==> src/hw/io_decode_map.vh <==
// Offsets, field positions, reset values and codes of the I/O decoder
`ifndef IO_DECODE_MAP_VH
`define IO_DECODE_MAP_VH

// Configuration dword addresses (byte address bits [7:2])
`define CFG_DW_COMMAND      6'h01
`define CFG_DW_IO_BASE_LIM  6'h07
`define CFG_DW_IO_UPPER     6'h0c
`define CFG_DW_BRIDGE_CTRL  6'h0f

// Printed byte offsets of the window registers
`define OFS_IO_BASE_LOW     8'h1c
`define OFS_IO_LIMIT_LOW    8'h1d
`define OFS_IO_BASE_HIGH    8'h30
`define OFS_IO_LIMIT_HIGH   8'h32

// Command register bits (low half of dword 04h)
`define CMD_IO_EN_BIT       0
`define CMD_MASTER_EN_BIT   2

// Bridge control bits (upper half of dword 3Ch, register at 3Eh)
`define BCTL_ISA_EN_BIT     18

// Low nibble of the 8-bit base and limit fields: 32-bit I/O capability
`define IO_CAP_32BIT        4'h1

// Reset values of the writable window fields
`define IO_BASE_NIB_RST     4'h0
`define IO_LIMIT_NIB_RST    4'h0
`define IO_BASE_HIGH_RST    16'h0000
`define IO_LIMIT_HIGH_RST   16'h0000

// Implied low address bits of base and limit (4KB granularity)
`define IO_BASE_FILL        12'h000
`define IO_LIMIT_FILL       12'hfff

// Upper address half that marks the first 64KB of I/O space
`define IO_LOW64K_HIGH      16'h0000

// Block offset bits [9:8] of zero mark the lowest 256 bytes of 1KB
`define ISA_LOW256_SEL      2'h0

`endif

==> src/hw/io_window_compare.v <==
// Window compare and ISA block test for one I/O address
`timescale 1ns/1ps
`include "io_decode_map.vh"

module io_window_compare (
    // Address under test
    input  wire [31:0] ioAddr,
    // Effective window bounds
    input  wire [31:0] winBase,
    input  wire [31:0] winLimit,
    // ISA mode switch
    input  wire        isaEn,
    // Decode results
    output wire        inWindow,
    output wire        isaTopBlock,
    output wire        windowOff
);

    wire below64k;   // Address sits in the first 64KB of I/O space
    wire topOfBlock; // Address sits in the upper 768 bytes of a 1KB block

    // Inclusive compare on both bounds; base above limit never matches
    assign inWindow = (ioAddr >= winBase) && (ioAddr <= winLimit);

    // Turned-off window, reported for status only
    assign windowOff = (winBase > winLimit);

    // Sub-64KB test on the upper address half
    assign below64k = (ioAddr[31:16] == `IO_LOW64K_HIGH);

    // Offset 256..1023 inside an aligned 1KB block
    assign topOfBlock = (ioAddr[9:8] != `ISA_LOW256_SEL);

    // ISA alias region, only with the mode on and below 64KB
    assign isaTopBlock = isaEn & below64k & topOfBlock;

endmodule // io_window_compare

==> src/hw/io_window_decoder.v <==
// I/O address decoder of a PCI-to-PCI bridge with its config registers
// How it works
// - Downstream I/O needs the I/O enable bit
// - Master enable clear ignores all secondary transactions
// - Master enable permits upstream memory and I/O
// - In-window goes down, out-of-window goes up
// - Base above limit disables the window
// - Full 32-bit window, 4KB granularity and alignment
// - Base low field: bits 15:12, nibble reads 1h
// - Base upper register gives base bits 31:16
// - Limit low field: bits 15:12, low FFFh
// - Limit upper register gives limit bits 31:16
// - Reset makes the effective base zero
// - Reset makes the effective limit 0000_0FFFh
// - ISA mode acts only in-window below 64KB
// - ISA mode keeps upper 768 bytes from downstream
// - ISA upper 768 bytes go upstream with master
// - Other secondary I/O goes up only outside window
// - At or above 64KB only the window decides
// - Addresses pass unchanged in both directions
`timescale 1ns/1ps
`include "io_decode_map.vh"

module io_window_decoder (
    // Clock and reset
    input  wire        sys_clk,
    input  wire        rst_b,
    // Configuration access port (dword address, byte enables)
    input  wire [5:0]  cfgDwAddr,
    input  wire        cfgWrEn,
    input  wire        cfgRdEn,
    input  wire [3:0]  cfgByteEn,
    input  wire [31:0] cfgWrData,
    output reg  [31:0] cfgRdData_q,
    output reg         cfgRdValid_q,
    // Transaction seen on the primary bus
    input  wire        priReqValid,
    input  wire        priReqIsIo,
    input  wire [31:0] priReqAddr,
    // Transaction seen on the secondary bus
    input  wire        secReqValid,
    input  wire        secReqIsIo,
    input  wire        secReqIsMem,
    input  wire [31:0] secReqAddr,
    // Primary side decision
    output reg         priDecValid_q,
    output reg         priFwdDown_q,
    output reg  [31:0] priFwdAddr_q,
    // Secondary side decision
    output reg         secDecValid_q,
    output reg         secFwdUp_q,
    output reg         secMemUpOk_q,
    output reg  [31:0] secFwdAddr_q,
    // Live view of the configuration state
    output reg  [31:0] effBase_q,
    output reg  [31:0] effLimit_q,
    output reg         ioWindowOff_q,
    output reg         ioEnable_q,
    output reg         masterEnable_q,
    output reg         isaEnable_q
);

    // Writable window fields
    reg  [3:0]  baseNib_q;      // Base bits 15:12
    reg  [3:0]  limitNib_q;     // Limit bits 15:12
    reg  [15:0] baseHigh_q;     // Base bits 31:16
    reg  [15:0] limitHigh_q;    // Limit bits 31:16
    // Enable bits held inside the configuration space
    reg         ioEn_q;         // Command register I/O enable
    reg         masterEn_q;     // Command register master enable
    reg         isaEn_q;        // Bridge control ISA enable

    // Combinational view of the bounds
    wire [31:0] winBase;        // Effective 32-bit base
    wire [31:0] winLimit;       // Effective 32-bit limit
    wire [7:0]  baseLowRd;      // Base field as software reads it
    wire [7:0]  limitLowRd;     // Limit field as software reads it

    // Results of the two compare units
    wire        priInWin;       // Primary address inside window
    wire        priIsaTop;      // Primary address in ISA alias area
    wire        priWinOff;      // Window turned off
    wire        secInWin;       // Secondary address inside window
    wire        secIsaTop;      // Secondary address in ISA alias area

    // Next values of the decision flops
    reg         priFwdDown_d;
    reg         secFwdUp_d;
    reg         secMemUpOk_d;
    reg  [31:0] cfgRdData_d;

    // Byte lane merge used by the two upper window registers
    function [7:0] laneMerge;
        input [7:0] oldByte;
        input [7:0] newByte;
        input       laneOn;
        begin
            laneMerge = laneOn ? newByte : oldByte;
        end
    endfunction

    // Effective bounds: low 12 bits implied by the 4KB granularity
    assign winBase  = {baseHigh_q, baseNib_q, `IO_BASE_FILL};
    assign winLimit = {limitHigh_q, limitNib_q, `IO_LIMIT_FILL};

    // Low nibble of both fields always reads the 32-bit capability code
    assign baseLowRd  = {baseNib_q, `IO_CAP_32BIT};
    assign limitLowRd = {limitNib_q, `IO_CAP_32BIT};

    // Compare unit for the primary bus address
    io_window_compare priCmp (
        .ioAddr      (priReqAddr),
        .winBase     (winBase),
        .winLimit    (winLimit),
        .isaEn       (isaEn_q),
        .inWindow    (priInWin),
        .isaTopBlock (priIsaTop),
        .windowOff   (priWinOff)
    );

    // Compare unit for the secondary bus address
    io_window_compare secCmp (
        .ioAddr      (secReqAddr),
        .winBase     (winBase),
        .winLimit    (winLimit),
        .isaEn       (isaEn_q),
        .inWindow    (secInWin),
        .isaTopBlock (secIsaTop),
        .windowOff   ()
    );

    // Configuration writes; lower nibbles and unlisted bits are read-only
    always @(posedge sys_clk or negedge rst_b) begin
        if (!rst_b) begin
            // Window back to 0000_0000h .. 0000_0FFFh, all enables off
            baseNib_q   <= `IO_BASE_NIB_RST;
            baseHigh_q  <= `IO_BASE_HIGH_RST;
            limitNib_q  <= `IO_LIMIT_NIB_RST;
            limitHigh_q <= `IO_LIMIT_HIGH_RST;
            ioEn_q      <= 1'b0;
            masterEn_q  <= 1'b0;
            isaEn_q     <= 1'b0;
        end else if (cfgWrEn) begin
            case (cfgDwAddr)
                // Command register: only the two enables are held here
                `CFG_DW_COMMAND: begin
                    if (cfgByteEn[0]) begin
                        ioEn_q     <= cfgWrData[`CMD_IO_EN_BIT];
                        masterEn_q <= cfgWrData[`CMD_MASTER_EN_BIT];
                    end
                end
                // Base at byte 0, limit at byte 1: upper nibbles only
                `CFG_DW_IO_BASE_LIM: begin
                    if (cfgByteEn[0]) begin
                        baseNib_q <= cfgWrData[7:4];
                    end
                    if (cfgByteEn[1]) begin
                        limitNib_q <= cfgWrData[15:12];
                    end
                end
                // Upper halves: base in bytes 0-1, limit in bytes 2-3
                `CFG_DW_IO_UPPER: begin
                    baseHigh_q  <= {laneMerge(baseHigh_q[15:8],
                                              cfgWrData[15:8],
                                              cfgByteEn[1]),
                                    laneMerge(baseHigh_q[7:0],
                                              cfgWrData[7:0],
                                              cfgByteEn[0])};
                    limitHigh_q <= {laneMerge(limitHigh_q[15:8],
                                              cfgWrData[31:24],
                                              cfgByteEn[3]),
                                    laneMerge(limitHigh_q[7:0],
                                              cfgWrData[23:16],
                                              cfgByteEn[2])};
                end
                // Bridge control: ISA enable sits in byte 2 of the dword
                `CFG_DW_BRIDGE_CTRL: begin
                    if (cfgByteEn[2]) begin
                        isaEn_q <= cfgWrData[`BCTL_ISA_EN_BIT];
                    end
                end
                // Other addresses belong to other blocks
                default: begin
                    isaEn_q <= isaEn_q;
                end
            endcase
        end
    end

    // Read mux; unowned addresses and reserved bits read as zero
    always @* begin
        cfgRdData_d = 32'h0000_0000;
        case (cfgDwAddr)
            // Command register enables
            `CFG_DW_COMMAND: begin
                cfgRdData_d[`CMD_IO_EN_BIT]     = ioEn_q;
                cfgRdData_d[`CMD_MASTER_EN_BIT] = masterEn_q;
            end
            // Low window fields with the fixed capability nibble
            `CFG_DW_IO_BASE_LIM: begin
                cfgRdData_d[15:0] = {limitLowRd, baseLowRd};
            end
            // Upper window halves
            `CFG_DW_IO_UPPER: begin
                cfgRdData_d = {limitHigh_q, baseHigh_q};
            end
            // ISA enable in the bridge control register
            `CFG_DW_BRIDGE_CTRL: begin
                cfgRdData_d[`BCTL_ISA_EN_BIT] = isaEn_q;
            end
            // Nothing here is owned by this block
            default: begin
                cfgRdData_d = 32'h0000_0000;
            end
        endcase
    end

    // Primary side: only in-window I/O, minus the ISA alias area
    always @* begin
        priFwdDown_d = ioEn_q & priReqIsIo & priInWin
                     & ~priIsaTop;
    end

    // Secondary side: I/O out of window or in the ISA alias area
    always @* begin
        secFwdUp_d   = masterEn_q & secReqIsIo
                     & (~secInWin | secIsaTop);
        // Memory ranges are decoded elsewhere; this is the master gate
        secMemUpOk_d = masterEn_q & secReqIsMem;
    end

    // Registered read answer, one cycle after the read strobe
    always @(posedge sys_clk or negedge rst_b) begin
        if (!rst_b) begin
            cfgRdData_q  <= 32'h0000_0000;
            cfgRdValid_q <= 1'b0;
        end else begin
            cfgRdValid_q <= cfgRdEn;
            if (cfgRdEn) begin
                cfgRdData_q <= cfgRdData_d;
            end
        end
    end

    // Primary decision, one cycle after the request
    always @(posedge sys_clk or negedge rst_b) begin
        if (!rst_b) begin
            priDecValid_q <= 1'b0;
            priFwdDown_q  <= 1'b0;
            priFwdAddr_q  <= 32'h0000_0000;
        end else begin
            priDecValid_q <= priReqValid;
            // Decision cleared between requests so it never goes stale
            priFwdDown_q  <= priReqValid & priFwdDown_d;
            if (priReqValid) begin
                priFwdAddr_q <= priReqAddr;
            end
        end
    end

    // Secondary decision, one cycle after the request
    always @(posedge sys_clk or negedge rst_b) begin
        if (!rst_b) begin
            secDecValid_q <= 1'b0;
            secFwdUp_q    <= 1'b0;
            secMemUpOk_q  <= 1'b0;
            secFwdAddr_q  <= 32'h0000_0000;
        end else begin
            secDecValid_q <= secReqValid;
            secFwdUp_q    <= secReqValid & secFwdUp_d;
            secMemUpOk_q  <= secReqValid & secMemUpOk_d;
            if (secReqValid) begin
                secFwdAddr_q <= secReqAddr;
            end
        end
    end

    // Status mirrors, lagging the configuration by one cycle
    always @(posedge sys_clk or negedge rst_b) begin
        if (!rst_b) begin
            effBase_q      <= {`IO_BASE_HIGH_RST, `IO_BASE_NIB_RST,
                               `IO_BASE_FILL};
            effLimit_q     <= {`IO_LIMIT_HIGH_RST, `IO_LIMIT_NIB_RST,
                               `IO_LIMIT_FILL};
            ioWindowOff_q  <= 1'b0;
            ioEnable_q     <= 1'b0;
            masterEnable_q <= 1'b0;
            isaEnable_q    <= 1'b0;
        end else begin
            effBase_q      <= winBase;
            effLimit_q     <= winLimit;
            ioWindowOff_q  <= priWinOff;
            ioEnable_q     <= ioEn_q;
            masterEnable_q <= masterEn_q;
            isaEnable_q    <= isaEn_q;
        end
    end

    // Software must settle the window before enabling; no guard here
    // because a change mid-transfer only upsets that one decision

endmodule // io_window_decoder

==> config.mk <==
export PLATFORM = sky130hd
export DESIGN_NAME = io_window_decoder
export DESIGN_NICKNAME = d
export VERILOG_FILES = /design/src/hw/io_window_compare.v /design/src/hw/io_window_decoder.v
export VERILOG_INCLUDE_DIRS = /design/src /design/src/hw
export SDC_FILE = /design/constraint.sdc
export NUM_CORES = 1
export LEC_CHECK = 0
export ABC_AREA = 1
export BUFFER_PORTS_ARGS = -buffer_cell sky130_fd_sc_hd__buf_2
export CORE_MARGIN = 4
export CORE_UTILIZATION = 56
export DETAILED_ROUTE_END_ITERATION = 10
export GPL_ROUTABILITY_DRIVEN = 0
export PLACE_DENSITY = 0.92
export SKIP_CTS_REPAIR_TIMING = 1
export SYNTH_ARGS = -nofsm -noshare
export SYNTH_HDL_FRONTEND = slang
export SYNTH_SLANG_ARGS = --single-unit
==> constraint.sdc <==
create_clock -name sys_clk -period 3 [get_ports sys_clk]
set_input_delay 0.6 -clock sys_clk [delete_from_list [all_inputs] [get_ports sys_clk]]
set_output_delay 0.6 -clock sys_clk [all_outputs]
set_load 0.1 [all_outputs]
==> results.py, run 1 <==
metrics = {
    "run_status": {
        "status": "complete, no violations",
    },
    "worst_setup_path": {
        "critical_path_buf_inv_count": 1,
        "path_class": "flop to output pin",
        "reg2reg_depth": 10,
        "rr_endpoint": "priFwdDown_q$_DFF_PN0_",
        "cp.required_ns": 2.40,
        "critPathCaptureType": "output pin",
        "critical_path.endpoint": "cfgRdData_q[11]",
        "cp.arrival_ns": 1.27,
        "start_kind": "flop",
        "cp_max_fo": 2,
        "crit_start": "cfgRdData_q[11]$_DFFE_PN0P_",
        "crit_slowest_cell": "buf_2",
        "critical_path.top_delay_family": "buffers and inverters",
        "timing.rr.start": "baseHigh_q[6]$_DFFE_PN0P_",
        "rrSetupSlack_ns": 1.16,
        "path_cells": "buf_2",
        "max_stage_delay_ns": 0.45,
        "cp.depth": 1,
    },
    "timing": {
        "fin_ws_ns": 1.128,
        "post-route-period-util": 0.6242,
        "finalSetupViolCount": 0,
        "finalSetupTns_ns": 0,
        "fin_skew_ns": 0.008807,
        "fin_crit_ns": 1.873,
        "finalHoldViolCount": 0,
        "worstMarginPinSlew_ns": 0.9259,
        "slew-limit-headroom": 0.3827,
        "rsz0062_at_grt": "no",
        "drv_slew": 0,
        "fmax_mhz": 534.0,
    },
    "synthesis": {
        "yosys-top-cells-count": "dfrtp_1, nand2_1, ha_1, inv_1, nor2_1",
        "seq_area_frac_synth": 0.4966,
        "synth_async_sr_flop_share": 1.000,
        "synth_area_um2": 9523,
        "yosysUniqueCellTypes": 39,
        "synth-edff-count": 0,
        "synth_area_leader_cell": "dfrtp_1",
        "synth_top_area_frac": 0.4966,
        "synth_area_leaders": "dfrtp_1, ha_1, nand2_1",
        "ys.warnings.count": 0,
        "ys_seq_elements": 189,
        "syn_inst": 959,
        "syn_area_per_cell_um2": 9.930,
        "ys.flop_type": "dfrtp_1",
        "synth_most_common_cell": "dfrtp_1",
    },
    "clock_tree": {
        "path_clk_slew_ns": 0.07,
        "clkLatencyLatePin_ns": 0.44,
        "cts_buffers": 17,
        "cts_root_buffer": "clkbuf_16",
        "cts_max_level": 4,
        "clk_path_buf_depth": 2,
        "cts_tree": "done",
        "clkSinkCount": 189,
    },
    "cells_and_area": {
        "area_delta_synth_final_pct": 20.30,
        "stdcell_area_um2": 11460,
        "final_cells": 1448,
        "diodes": 0,
        "drive_above_1_share": 0.2997,
        "final_net_count": 1430,
    },
    "route": {
        "dr.pass1.iters": 5,
        "routed-via-count": 7911,
        "routed_wl_mm": 27.07,
        "avgRoutedWirePerCell_um": 18.70,
        "viasPerCell": 5.463,
        "ant_nets": 0,
        "first_iter_violations": 472,
        "route.detailed.drc": 0,
    },
    "floorplan": {
        "die_h_um": 138.4,
        "io_pins": 285,
        "coreArea_um2": 16640,
        "die_w_um": 138.4,
        "rows": 47,
        "start_util": 0.5722,
        "dieArea_um2": 19160,
    },
    "grt": {
        "grt_first_pass_wirelength_mm": 43.25,
        "antenna_found_initial": 0,
        "grt_overflow": 0,
        "grt_pass1_vias": 8289,
        "grt_usage": 0.2837,
        "grt_max_degree": 83,
    },
    "pwr": {
        "p_total_uw": 7177,
        "clock_power_share": 0.293,
        "comb_power_share": 0.309,
        "power.switching_uw": 2889,
        "p_per_area_nw_per_um2": 626.5,
        "p_leak_uw": 0.006048,
        "switching_share": 0.4025,
        "seqPwrFrac": 0.398,
        "internal-power_uw": 4288,
        "peakVddDrop_mv": 0.4376,
    },
    "job": {
        "maxCapViolations": 0,
    },
    "placed_design": {
        "port_buffers": 260,
        "dp_hpwl_mm": 20.70,
        "place_inst": 1417,
        "dp_worst_setup_slack_ns": 0.9079,
        "place_area_um2": 10920,
    },
    "hold_path": {
        "hold_class": "primary input to asynchronous set/reset pin",
    },
}
==> registers in the layout, indices dropped and copies added (netlist names), 4 cells and up <==
name,flops
cfgRdData_q,32
priFwdAddr_q,32
secFwdAddr_q,32
effBase_q,20
effLimit_q,20
baseHigh_q,16
limitHigh_q,16
baseNib_q,4
limitNib_q,4
==> worst min-delay path by stage <==
stage / start / to / slack [ns] / cells past startpoint
after detailed placement: limitHigh_q[15]$_DFFE_PN0P_ / effLimit_q[31]$_DFF_PN0_ / 0.36 / 0
final: rst_b / effLimit_q[20]$_DFF_PN0_ / 0.21 / 1
after global routing: rst_b / limitHigh_q[5]$_DFFE_PN0P_ / 0.27 / 1
after CTS: rst_b / cfgRdData_q[1]$_DFFE_PN0P_ / 0.23 / 1
after floorplan: rst_b / baseHigh_q[0]$_DFFE_PN0P_ / 0.30 / 0
after global placement: limitHigh_q[7]$_DFFE_PN0P_ / effLimit_q[23]$_DFF_PN0_ / 0.36 / 0
==> area by class of cell <==
cell class	instances	area [um^2]
well taps	220	275.3
repair buffers	264	1365
clock buffers	22	474.2
clock inverters	9	62.56
fillers	1252	5186
multi-input cells	643	4165
inverters	101	384.1
flip-flops and latches	189	4730
==> logic make-up (layout without fill, tap and decap cells) <==
logic type	after synthesis	after routing	share of synthesized area
AND/OR/NAND/NOR	307	307	0.1380
flip-flops	189	189	0.4967
AO/OA/AOI/OAI	161	161	0.09841
buffers and inverters	149	396	0.07463
adder cells (fa/ha/maj)	99	99	0.1301
multiplexers	52	52	0.06149
other	2	24	0.0007886
==> metal layers <==
layer	vias up	track usage	wire length, um
li1	3692	-	-
met1	3764	0.3559	10820
met2	379	0.4748	13140
met3	76	0.06872	2091
met4	0	0.1154	1024
met5	-	0	0
==> power groups by stage <==
stage,combinational [uW],clock (uW),sequential [uW]
final,2220,2100,2860
after CTS,2220,2120,2860
after detailed placement,2210,0,2900
after global placement,2150,0,2890
after floorplan,643,0,3950
after global routing,2340,2240,2880
==> worst reg2reg max path, stage by stage, from the launching register on <==
cell	delay (ns)
dfrtp_1	0.52
inv_1	0.11
ha_1	0.32
nand4_1	0.17
nor2_1	0.12
nand3_1	0.08
nor2_1	0.12
nand2_1	0.07
nand3_1	0.09
nor2_1	0.04
nor2_1	0.11
==> through the flow <==
| step | util | hold slack (ns) |
|---|---|---|
| 3_5_place_dp | 0.6561 | 0.3598 |
| 5_1_grt | 0.6884 | 0.2662 |
| 3_3_place_gp | 0.6561 | 0.3585 |
| 4_1_cts | 0.6884 | 0.2321 |
| 6_report | 0.6884 | 0.2086 |
| 2_1_floorplan | - | 0.3044 |
==> layout by cell type, fill, tap and decap left out, types with 8 or more instances in the layout <==
cell type / synthesis / final
nand4_1: 17 / 17
nand2_1: 164 / 164
o21ai_0: 31 / 31
a21oi_1: 71 / 71
nand3_1: 14 / 14
ha_1: 99 / 99
o21ai_1: 11 / 11
mux2_2: 52 / 52
clkbuf_16: 0 / 17
inv_1: 99 / 98
nor2_1: 86 / 86
conb_1: 2 / 24
buf_2: 9 / 259
dfrtp_1: 189 / 189
o31ai_1: 20 / 20
a21oi_2: 8 / 8
Note: power is estimated with default switching activity, not from simulation.
==> inputs of run 2 (changes only) <==
--- a/config.mk
+++ b/config.mk
@@ -9,10 +9,10 @@
 export ABC_AREA = 1
 export BUFFER_PORTS_ARGS = -buffer_cell sky130_fd_sc_hd__buf_2
 export CORE_MARGIN = 4
-export CORE_UTILIZATION = 56
+export CORE_UTILIZATION = 52
 export DETAILED_ROUTE_END_ITERATION = 10
 export GPL_ROUTABILITY_DRIVEN = 0
-export PLACE_DENSITY = 0.92
+export PLACE_DENSITY = 0.86
 export SKIP_CTS_REPAIR_TIMING = 1
 export SYNTH_ARGS = -nofsm -noshare
 export SYNTH_HDL_FRONTEND = slang
==> constraint.sdc (replaced) <==
create_clock -name sys_clk -period 1.8 [get_ports sys_clk]
set_input_delay 0.36 -clock sys_clk [delete_from_list [all_inputs] [get_ports sys_clk]]
set_output_delay 0.36 -clock sys_clk [all_outputs]
set_load 0.1 [all_outputs]
==> run 2 against run 1 <==
Net effect: utilization decreased by 2.8 points; clock skew down 0.00065 ns; clock-buffer cell count shrank 4; cell count rose by 3.2%; highest routed layer unchanged.
==> results.py, run 2 (same netlist as run 1, synthesis figures left out) <==
metrics = {
    "run_status": {
        "status": "complete, no violations",
    },
    "worst_setup_path": {
        "path_class": "flop to flop",
        "crit_slowest_cell": "dfrtp_2",
        "cp_max_fo": 3,
        "cp.required_ns": 2.12,
        "start_kind": "flop",
        "max_stage_delay_ns": 0.41,
        "cp.arrival_ns": 2.05,
        "cpMostUsedCell": "nand2_1",
        "path_cells": "inv_1 > ha_1 > nand2_1 > nor2_2 > nand2_1 > nor2_2 > nand2_1 > nand4_1 > nand3_1 > nand2_1 > inv_1",
        "critPathCaptureType": "flop",
    },
    "placed_design": {
        "dp_hpwl_mm": 21.84,
        "port_buffers": 260,
    },
    "timing": {
        "rsz0062_at_grt": "yes",
        "post-route-period-util": 0.9568,
        "slew-limit-headroom": 0.6462,
        "worstMarginPinSlew_ns": 0.5344,
        "fin_crit_ns": 1.722,
        "drv_slew": 0,
        "fin_skew_ns": 0.008155,
        "finalSetupViolCount": 0,
        "fmax_mhz": 580.6,
        "finalHoldViolCount": 0,
        "finalSetupTns_ns": 0,
    },
    "clock_tree": {
        "clk_path_buf_depth": 2,
        "cts_max_level": 4,
        "clkSinkCount": 189,
        "cts_buffers": 17,
        "path_clk_slew_ns": 0.07,
        "cts_tree": "done",
        "clkLatencyLatePin_ns": 0.43,
        "cts_root_buffer": "clkbuf_16",
    },
    "pwr": {
        "comb_power_share": 0.309,
        "p_total_uw": 12380,
        "switching_share": 0.3976,
        "seqPwrFrac": 0.383,
        "clock_power_share": 0.308,
        "internal-power_uw": 7455,
        "p_leak_uw": 0.006244,
        "p_per_area_nw_per_um2": 1043,
        "peakVddDrop_mv": 0.7085,
        "power.switching_uw": 4921,
    },
    "route": {
        "routed-via-count": 8027,
        "dr.pass1.iters": 5,
        "avgRoutedWirePerCell_um": 18.42,
        "viasPerCell": 5.369,
        "first_iter_violations": 463,
        "routed_wl_mm": 27.54,
        "ant_nets": 0,
        "route.detailed.drc": 0,
    },
    "grt": {
        "grt_pass1_vias": 8172,
        "antenna_found_initial": 2,
        "grt_first_pass_wirelength_mm": 42.99,
        "grt_max_degree": 58,
        "grt_overflow": 0,
        "grt_usage": 0.2702,
    },
    "floorplan": {
        "rows": 49,
        "die_w_um": 143.3,
        "dieArea_um2": 20540,
        "io_pins": 285,
        "coreArea_um2": 17960,
        "die_h_um": 143.3,
        "start_util": 0.5301,
    },
    "cells_and_area": {
        "drive_above_1_share": 0.3362,
        "largest_registers": "cfgRdData_q (32), priFwdAddr_q (32), secFwdAddr_q (32)",
        "final_common_cell": "buf_2",
        "area_delta_synth_final_pct": 24.62,
        "final_cell_mix": "buf_2, dfrtp_1, nand2_1",
        "post-route-util": 0.6607,
        "final_net_count": 1465,
    },
    "hold_path": {
        "hold_class": "primary input to flop",
    },
    "job": {
        "maxCapViolations": 0,
    },
}
run 2: power groups by stage:
stage / Combinational, uW / Clock (uW) / Sequential [uW]
after CTS: 3800 / 3880 / 4740
after floorplan: 1070 / 0 / 6590
after detailed placement: 3790 / 0 / 4810
final: 3820 / 3820 / 4740
after global routing: 4040 / 4050 / 4770
after global placement: 3710 / 0 / 4800
run 2: routing by layer:
layer,GRT usage,wire [um],up-vias
li1,-,-,3772
met1,0.3495,11410,3870
met2,0.4552,13330,333
met3,0.05824,2108,52
met4,0.09068,692,0
met5,0,0,-
run 2: per-stage QoR:
step | cells | setup slack, ns | cell area, um^2 | hold slack, ns
after floorplan | 981 | 0.3258 | 9605 | 0.06441
after global placement | 1457 | 0.07807 | 11200 | 0.2960
after detailed placement | 1457 | 0.05071 | 11200 | 0.3004
after CTS | 1489 | 0.02235 | 11790 | -0.1635
after global routing | 1495 | -0.006163 | 11870 | 0.1612
final | 1495 | 0.07772 | 11870 | 0.1702
run 2: area by class of cell:
| cell class | count | area, um^2 |
|---|---|---|
| Fill cell | 1429 | 6096 |
| Timing Repair Buffer | 299 | 1668 |
| Tap cell | 229 | 286.5 |
| Sequential cell | 189 | 4731 |
| Clock buffer | 18 | 439.2 |
| Multi-Input combinational cell | 643 | 4200 |
| Clock inverter | 14 | 153.9 |
| Inverter | 101 | 384.1 |
| Antenna cell | 2 | 5.005 |
run 2: final timing paths:
check | start | end | slack [ns] | depth (start not counted)
worst max-delay path | baseHigh_q[7]$_DFFE_PN0P_ | secFwdUp_q$_DFF_PN0_ | 0.08 | 11
worst min-delay path | cfgWrData[31] | limitHigh_q[15]$_DFFE_PN0P_ | 0.17 | 3
worst max register to register | baseHigh_q[7]$_DFFE_PN0P_ | secFwdUp_q$_DFF_PN0_ | 0.08 | 11
worst min register to register | limitHigh_q[13]$_DFFE_PN0P_ | effLimit_q[29]$_DFF_PN0_ | 0.38 | 0
max in group asynchronous | rst_b | effLimit_q[15]$_DFF_PN0_ | 0.76 | 3
min in group asynchronous | rst_b | effLimit_q[21]$_DFF_PN0_ | 0.42 | 2
run 2: critical path: cells and delay by family, from the launching register on:
family,cells,cell delay [ns]
fa+ha+maj,1,0.31
buf+inv,2,0.12
flops,1,0.41
simple gates,8,0.78
